<file path="src/rsp_pkg.sv">
// Package of constants and carrier types for the reset, suspend and power-select block.
// Operation
// Drive two main card supply select outputs.
// Drive two programming supply select outputs.
// Global reset floats outputs, clears every register.
// Under global reset, sit in default condition.
// System asserts global reset only at boot; the model also asserts it with every bus reset when tied.
// System uses bus reset after boot.
// Without wake need, tie both resets together.
// Suspend shields registers from global reset, floats outputs.
// Suspend shields registers from bus reset, floats outputs.
// Bus clock rising edge samples all inputs.
// Bus reset floats outputs, clears bus-resettable registers.
// During bus reset, perform no function.
// After bus reset release, start from default.
`default_nettype none
package rsp_pkg;

  // Depth of the pin synchronisers.
  localparam int unsigned RSP_SYNC_STAGES = 2;

  // Select pair for the two card rails.
  typedef struct packed {
    logic [1:0] card;
    logic [1:0] prog;
  } rsp_sel_t;

  // Default select value: both rails off.
  localparam rsp_sel_t RSP_SEL_RST = 4'h0;

  // Reset value of the retained wake context.
  localparam logic RSP_PME_RST = 1'h0;

  // Operating condition of the block.
  typedef enum logic [1:0] {
    RSP_RUN,
    RSP_BUS_RST,
    RSP_GLB_RST,
    RSP_SUSPEND
  } rsp_mode_t;

endpackage
`default_nettype wire

</file>
<file path="src/rsp_sync.sv">
// Multi-bit two-stage synchroniser for asynchronous pin inputs.
`timescale 1ns/1ps
`default_nettype none
module rsp_sync
  import rsp_pkg::*;
#(
  parameter int unsigned WIDTH = 1
) (
  input  wire logic             clk,
  input  wire logic             rst,
  input  wire logic [WIDTH-1:0] din,
  output var  logic [WIDTH-1:0] dout
);

  logic [WIDTH-1:0] meta_ff;

  // The first stage is read only by the second stage.
  always_ff @(posedge clk or posedge rst) begin
    if (rst) begin
      meta_ff <= '0;
      dout    <= '0;
    end else begin
      meta_ff <= din;
      dout    <= meta_ff;
    end
  end

endmodule
`default_nettype wire

</file>
<file path="src/rsp_ctl.sv">
// Reset, suspend protection and card power-switch select control.
`timescale 1ns/1ps
`default_nettype none
module rsp_ctl
  import rsp_pkg::*;
(
  input  wire logic     clk,
  input  wire logic     rst,
  input  wire logic     global_reset_in,
  input  wire logic     host_bus_reset_in,
  input  wire logic     suspend_in,
  input  wire logic     pme_event_in,
  input  wire logic     sel_req_valid,
  input  wire rsp_sel_t sel_req,
  output var  logic     card_supply_sel0,
  output var  logic     card_supply_sel1,
  output var  logic     prog_supply_sel0,
  output var  logic     prog_supply_sel1,
  output var  logic     supply_sel_oe,
  output var  logic     pme_context,
  output var  logic     pme_context_oe,
  output var  logic     running
);

  ////////////////////////////////////////////////////////////////////////////////
  // Input synchronisation

  logic [2:0] pins_s;
  logic       glb_s;
  logic       bus_s;
  logic       susp_s;

  // The reset and suspend pins are sampled on the rising bus clock edge through two stages.
  rsp_sync #(
    .WIDTH (3)
  ) u_sync (
    .clk  (clk),
    .rst  (rst),
    .din  ({global_reset_in, host_bus_reset_in, suspend_in}),
    .dout (pins_s)
  );

  assign glb_s  = pins_s[2];
  assign bus_s  = pins_s[1];
  assign susp_s = pins_s[0];

  ////////////////////////////////////////////////////////////////////////////////
  // Operating condition

  rsp_mode_t mode_ff;
  rsp_mode_t nxt_mode;
  rsp_sel_t  sel_ff;
  logic      pme_ff;
  logic      oe_ff;
  logic      run_ff;

  // Suspend outranks both resets; global reset outranks bus reset.
  always_comb begin
    if (susp_s) begin
      nxt_mode = RSP_SUSPEND;
    end else if (glb_s) begin
      nxt_mode = RSP_GLB_RST;
    end else if (bus_s) begin
      nxt_mode = RSP_BUS_RST;
    end else begin
      nxt_mode = RSP_RUN;
    end
  end

  // Condition register.
  always_ff @(posedge clk or posedge rst) begin
    if (rst) begin
      mode_ff <= RSP_GLB_RST;
    end else begin
      mode_ff <= nxt_mode;
    end
  end

  ////////////////////////////////////////////////////////////////////////////////
  // Power-switch selects

  // Selects load only when running; either reset clears them unless suspended.
  always_ff @(posedge clk or posedge rst) begin
    if (rst) begin
      sel_ff <= RSP_SEL_RST;
    end else if (nxt_mode == RSP_GLB_RST || nxt_mode == RSP_BUS_RST) begin
      sel_ff <= RSP_SEL_RST;
    end else if (nxt_mode == RSP_RUN && sel_req_valid) begin
      sel_ff <= sel_req;
    end
  end

  assign card_supply_sel0 = sel_ff.card[0];
  assign card_supply_sel1 = sel_ff.card[1];
  assign prog_supply_sel0 = sel_ff.prog[0];
  assign prog_supply_sel1 = sel_ff.prog[1];

  ////////////////////////////////////////////////////////////////////////////////
  // Wake context kept across bus reset

  // Only an unshielded global reset clears the wake context; bus reset keeps it.
  always_ff @(posedge clk or posedge rst) begin
    if (rst) begin
      pme_ff <= RSP_PME_RST;
    end else if (nxt_mode == RSP_GLB_RST) begin
      pme_ff <= RSP_PME_RST;
    end else if (nxt_mode == RSP_RUN && pme_event_in) begin
      pme_ff <= 1'h1;
    end
  end

  assign pme_context = pme_ff;

  ////////////////////////////////////////////////////////////////////////////////
  // Output enables

  // Pins float in every condition except running.
  always_ff @(posedge clk or posedge rst) begin
    if (rst) begin
      oe_ff  <= 1'h0;
      run_ff <= 1'h0;
    end else begin
      oe_ff  <= (nxt_mode == RSP_RUN);
      run_ff <= (nxt_mode == RSP_RUN);
    end
  end

  assign supply_sel_oe  = oe_ff;
  assign pme_context_oe = oe_ff;
  assign running        = run_ff;

  ////////////////////////////////////////////////////////////////////////////////
  // Checks

  a_main_rail_load: assert property (@(posedge clk) disable iff (rst)
    sel_req_valid && !glb_s && !bus_s && !susp_s |=> sel_ff.card == $past(sel_req.card))
    else $error("Main rail select did not load.");

  a_prog_rail_load: assert property (@(posedge clk) disable iff (rst)
    sel_req_valid && !glb_s && !bus_s && !susp_s |=> sel_ff.prog == $past(sel_req.prog))
    else $error("Programming rail select did not load.");

  a_glb_clears_all: assert property (@(posedge clk) disable iff (rst)
    glb_s && !susp_s |=> !oe_ff && sel_ff == RSP_SEL_RST && pme_ff == RSP_PME_RST)
    else $error("Global reset left state or drive.");

  a_glb_default_mode: assert property (@(posedge clk) disable iff (rst)
    (glb_s && !susp_s)[*2] |=> mode_ff == RSP_GLB_RST && !run_ff)
    else $error("Global reset not in default condition.");

  a_susp_hold_glb: assert property (@(posedge clk) disable iff (rst)
    susp_s && glb_s |=> $stable(sel_ff) && $stable(pme_ff) && !oe_ff)
    else $error("Suspend did not shield from global reset.");

  a_susp_hold_bus: assert property (@(posedge clk) disable iff (rst)
    susp_s && bus_s |=> $stable(sel_ff) && $stable(pme_ff) && !pme_context_oe)
    else $error("Suspend did not shield from bus reset.");

  a_pin_two_edges: assert property (@(posedge clk) disable iff (rst)
    ##2 bus_s == $past(host_bus_reset_in, 2))
    else $error("Bus reset pin not sampled through two stages.");

  a_bus_clears_sel: assert property (@(posedge clk) disable iff (rst)
    bus_s && !glb_s && !susp_s |=> !oe_ff && sel_ff == RSP_SEL_RST && $stable(pme_ff))
    else $error("Bus reset did not float and clear.");

  a_bus_no_func: assert property (@(posedge clk) disable iff (rst)
    bus_s && !susp_s && sel_req_valid |=> !run_ff && sel_ff == RSP_SEL_RST)
    else $error("Function performed during bus reset.");

  a_bus_release: assert property (@(posedge clk) disable iff (rst)
    $fell(bus_s) && !glb_s && !susp_s && !sel_req_valid
      |=> run_ff && oe_ff && sel_ff == RSP_SEL_RST)
    else $error("Bus reset release not from default.");

  // The global reset and suspend pins reach the logic after the same two stages as bus reset.
  a_glb_pin_sync: assert property (@(posedge clk) disable iff (rst)
    ##2 glb_s == $past(global_reset_in, RSP_SYNC_STAGES))
    else $error("Global reset pin not sampled through two stages.");

  a_susp_pin_sync: assert property (@(posedge clk) disable iff (rst)
    ##2 susp_s == $past(suspend_in, RSP_SYNC_STAGES))
    else $error("Suspend pin not sampled through two stages.");

  // Any reset or suspend floats the pins and stops operation on the next edge.
  a_glb_floats: assert property (@(posedge clk) disable iff (rst)
    glb_s |=> !oe_ff && !run_ff)
    else $error("Global reset left pins driven.");

  a_bus_floats: assert property (@(posedge clk) disable iff (rst)
    bus_s |=> !oe_ff && !run_ff)
    else $error("Bus reset left pins driven.");

  a_susp_floats: assert property (@(posedge clk) disable iff (rst)
    susp_s |=> !oe_ff && !run_ff)
    else $error("Suspend left pins driven.");

  a_susp_mode: assert property (@(posedge clk) disable iff (rst)
    susp_s |=> mode_ff == RSP_SUSPEND)
    else $error("Suspend did not outrank the resets.");

  // Running drives the pins and holds the selects until a new request.
  a_run_drives: assert property (@(posedge clk) disable iff (rst)
    !glb_s && !bus_s && !susp_s |=> oe_ff && run_ff)
    else $error("Block not running with all resets released.");

  a_sel_hold_run: assert property (@(posedge clk) disable iff (rst)
    !glb_s && !bus_s && !susp_s && !sel_req_valid |=> $stable(sel_ff))
    else $error("Selects changed without a request.");

  // Wake context is set while running and untouched by a bare bus reset.
  a_wake_ctx_set: assert property (@(posedge clk) disable iff (rst)
    pme_event_in && !glb_s && !bus_s && !susp_s |=> pme_ff)
    else $error("Wake event not recorded while running.");

  a_bus_keeps_ctx: assert property (@(posedge clk) disable iff (rst)
    bus_s && !glb_s |=> $stable(pme_ff))
    else $error("Bus reset disturbed the wake context.");

  a_susp_no_load: assert property (@(posedge clk) disable iff (rst)
    susp_s && sel_req_valid |=> $stable(sel_ff))
    else $error("Select loaded while suspended.");

endmodule
`default_nettype wire

</file>
<file path="config.mk">
export PLATFORM = sky130hd
export DESIGN_NAME = rsp_ctl
export DESIGN_NICKNAME = d
export VERILOG_FILES = /design/src/rsp_pkg.sv /design/src/rsp_sync.sv /design/src/rsp_ctl.sv
export SDC_FILE = /design/constraint.sdc
export NUM_CORES = 1
export LEC_CHECK = 0
export BUFFER_PORTS_ARGS = -buffer_cell sky130_fd_sc_hd__buf_2
export CAP_MARGIN = 10
export CORE_MARGIN = 2
export CORE_UTILIZATION = 30
export DETAILED_ROUTE_END_ITERATION = 10
export GPL_TIMING_DRIVEN = 0
export PLACE_DENSITY = 0.63
export SLEW_MARGIN = 10
export SYNTH_ARGS = -nofsm -noshare
export SYNTH_HDL_FRONTEND = slang
export SYNTH_SLANG_ARGS = --single-unit
</file>
<file path="constraint.sdc">
create_clock -name clk -period 3.1 [get_ports clk]
set_clock_uncertainty 0.15 [all_clocks]
set_input_delay 0.155 -clock clk [delete_from_list [all_inputs] [get_ports clk]]
set_output_delay 0.155 -clock clk [all_outputs]
set_load 0.02 [all_outputs]
</file>
==> impl_metrics.toml <==
[worst_setup_path]
cp.depth = 5
r2r_cells = 5
critPathRequiredTime_ns = 3.10
cp-start-kind = "flip-flop"
startpoint = "u_sync.dout[0]"
worstSetupPathType = "flip-flop to flip-flop"
cp_top_family = "simple AND/OR/NAND/NOR gates"
crit_buf_inv = 1
r2r_end = "card_supply_sel1"
arrival_ns = 1.57
crit_slowest_cell = "dfrtp_1"
path_max_fanout = 7
crit_path_end = "card_supply_sel1"
rrSetupSlack_ns = 1.53
crit-reg2reg-launch = "u_sync.dout[0]"
critPathCaptureType = "flip-flop"
slowest_delay_ns = 0.38
path_cells = "or2_2 -> inv_1 -> ha_1 -> and2_4 -> o21ai_1"

[place]
portBuffers = 18
routabilityCongestion = 0.6836
dp_hpwl_um = 571.6

[clock_network]
cts_tree = "done"
clk_latency_ns = 0.26
cts_resized = 0
cts_made_buffers = 3
cts_root_buffer = "clkbuf_4"
clkSinkCount = 12
ctsLongestPathBuffers = 2
ctsHtreeMaxLevel = 1
cts.clk_slew.worst_paths_ns = 0.07

[timing]
fmax_mhz = 638.9
slew_violations = 0
finalCriticalPeriod_ns = 1.565
worstMarginPinSlew_ns = 0.4361
period_share_pct = 50.49
setup_viol = 0
fin_setup_tns_ns = 0
slew-limit-headroom_pct = 70.89
rsz0062_at_grt = "no"
hold_violations = 0

[routing]
routed_wl_um = 756
initialDrtViolationCount = 6
ant_nets = 0
wl_per_cell_um = 9.108
dr.pass1.iters = 2
viasPerCell = 4.265
drc = 0
vias = 354

[yosys]
yosysWarnings = 0
ys.flop_type = "dfrtp_1"
synth.avg_cell_area_um2 = 12.14
syn_area_um2 = 449.2
synth-seq-cells = 12
synth_top_area_share_pct = 66.85
syn_inst = 37
synth.most_common_cell = "dfrtp_1"
ys_async_sr_fraction_pct = 100.0
yosysTopAreaCell = "dfrtp_1"
synth-edff-count = 0
synthesis.nets = 50
synth-seq-area-share_pct = 66.85
synth_common_cells = "dfrtp_1, nand2_1, nand4_1"
yosysUniqueCellTypes = 13
synth_area_leaders = "dfrtp_1, ha_1, nand4_1, o21ai_1, buf_4"

[layout]
area.growth.synth_to_final_pct = 52.37
nets = 82
nFillCells = 128
drive_above_1_share_pct = 41.18
regArea_um2 = 300.3
n_antenna_cell = 0
multiInputGateArea_um2 = 117.6

[grt]
track_usage_pct = 10.42
gr-total-overflow = 0
grt_pass1_vias = 320
antenna_found_initial = 0
grt_max_degree = 13
grt_pass1_wl_um = 1400

[die]
die_w_um = 42.70
initial_core_util_pct = 33.27
row_count = 13
dieHeight_um = 42.70
pin_count = 19
dieArea_mm2 = 0.001823
core_area_mm2 = 0.001350

[job]
maxCapViolations = 0

[run_status]
status = "finished, final reports clean"

[power_and_ir_drop]
power.leakage_nw = 0.3691
powerDensity_mw_per_mm2 = 473.0
power_w = 0.0003237
irDropWorstVdd_mv = 0.2441

[worst_hold_path]
hold_class = "primary input to flip-flop"
[flip-flops by register name, indices dropped and copies added, names as in the netlist]
name	count
u_sync.dout	3
u_sync.meta_ff	3
card_supply_sel0	1
card_supply_sel1	1
pme_context	1
prog_supply_sel0	1
prog_supply_sel1	1
running	1
[layer usage]
| metal | track usage [%] | up-vias | share of wire, % |
|---|---|---|---|
| li1 | - | 184 | - |
| met1 | 14.95 | 158 | 46 |
| met2 | 13.03 | 12 | 46 |
| met3 | 4.255 | 0 | 7.8 |
| met4 | 5.625 | 0 | 0 |
| met5 | 0 | - | 0 |
[worst min path at each step]
| stage | start | to | slack [ns] | cells past startpoint |
|---|---|---|---|---|
| after CTS | sel_req_valid | prog_supply_sel0 | 0.03 | 3 |
| after detailed placement | rst | prog_supply_sel1 | 0.03 | 2 |
| final | sel_req_valid | prog_supply_sel0 | 0.04 | 3 |
| after global placement | rst | running | 0.03 | 2 |
| after global routing | sel_req_valid | prog_supply_sel1 | 0.03 | 3 |
| after floorplan | rst | card_supply_sel0 | -0.13 | 1 |
[placed cells by master (no fill, tap or decap)]
master         count
buf_2             19
dfrtp_1           12
dlygate4sd3_1      9
nand2_1            4
nand4_1            4
o21ai_1            3
inv_1              3
clkbuf_4           3
a21oi_1            2
ha_1               2
buf_4              2
and2_4             1
or2_2              1
nor2_1             1
o21ai_2            1
clkbuf_8           1
[per-stage QoR]
| step | std cells | instance area, um2 | setup slack, ns | utilization (%) | hold WS (ns) |
|---|---|---|---|---|---|
| 6_report | 83 | 684.4 | 1.535 | 50.70 | 0.04064 |
| 5_1_grt | 83 | 684.4 | 1.422 | 50.70 | 0.02845 |
| 4_1_cts | 83 | 684.4 | 1.524 | 50.70 | 0.02702 |
| 3_5_place_dp | 70 | 558.0 | 1.538 | 41.33 | 0.03374 |
| 3_3_place_gp | 70 | 558.0 | 1.556 | 41.33 | 0.03175 |
| 2_1_floorplan | 37 | 449.2 | 1.629 | - | -0.1303 |
[where the power goes]
group	internal [W]	switching [W]
Sequential	0.000163	0.00000268
Clock	0.0000712	0.0000463
Combinational	0.0000201	0.0000200
[layout make-up]
cell class,count,share of cell area (%)
flip-flops and latches,12,43.88
repair buffers,27,26.33
multi-input cells,19,17.18
clock buffers,4,5.302
plain buffers,3,2.925
well taps,15,2.742
inverters,3,1.645
[repair_timing]
action | CTS | global route
endpoints found under the hold margin | 20 | 0
hold buffers | 9 | 0
buffers inserted | 0 | 0
[logic make-up after synthesis]
group | share of synthesized area, %
DFF | 66.85
and+or+nand+nor | 13.09
AOI/OAI and AO/OA | 7.520
buffers and inverters | 6.962
adders and majority gates | 5.570
[worst reg2reg max path, cell delays in order (launching register included)]
cell and delay [ns]:
dfrtp_1 0.38, or2_2 0.31, inv_1 0.06, ha_1 0.27, and2_4 0.22, o21ai_1 0.07
No activity file was read; power rests on OpenSTA's default activity.
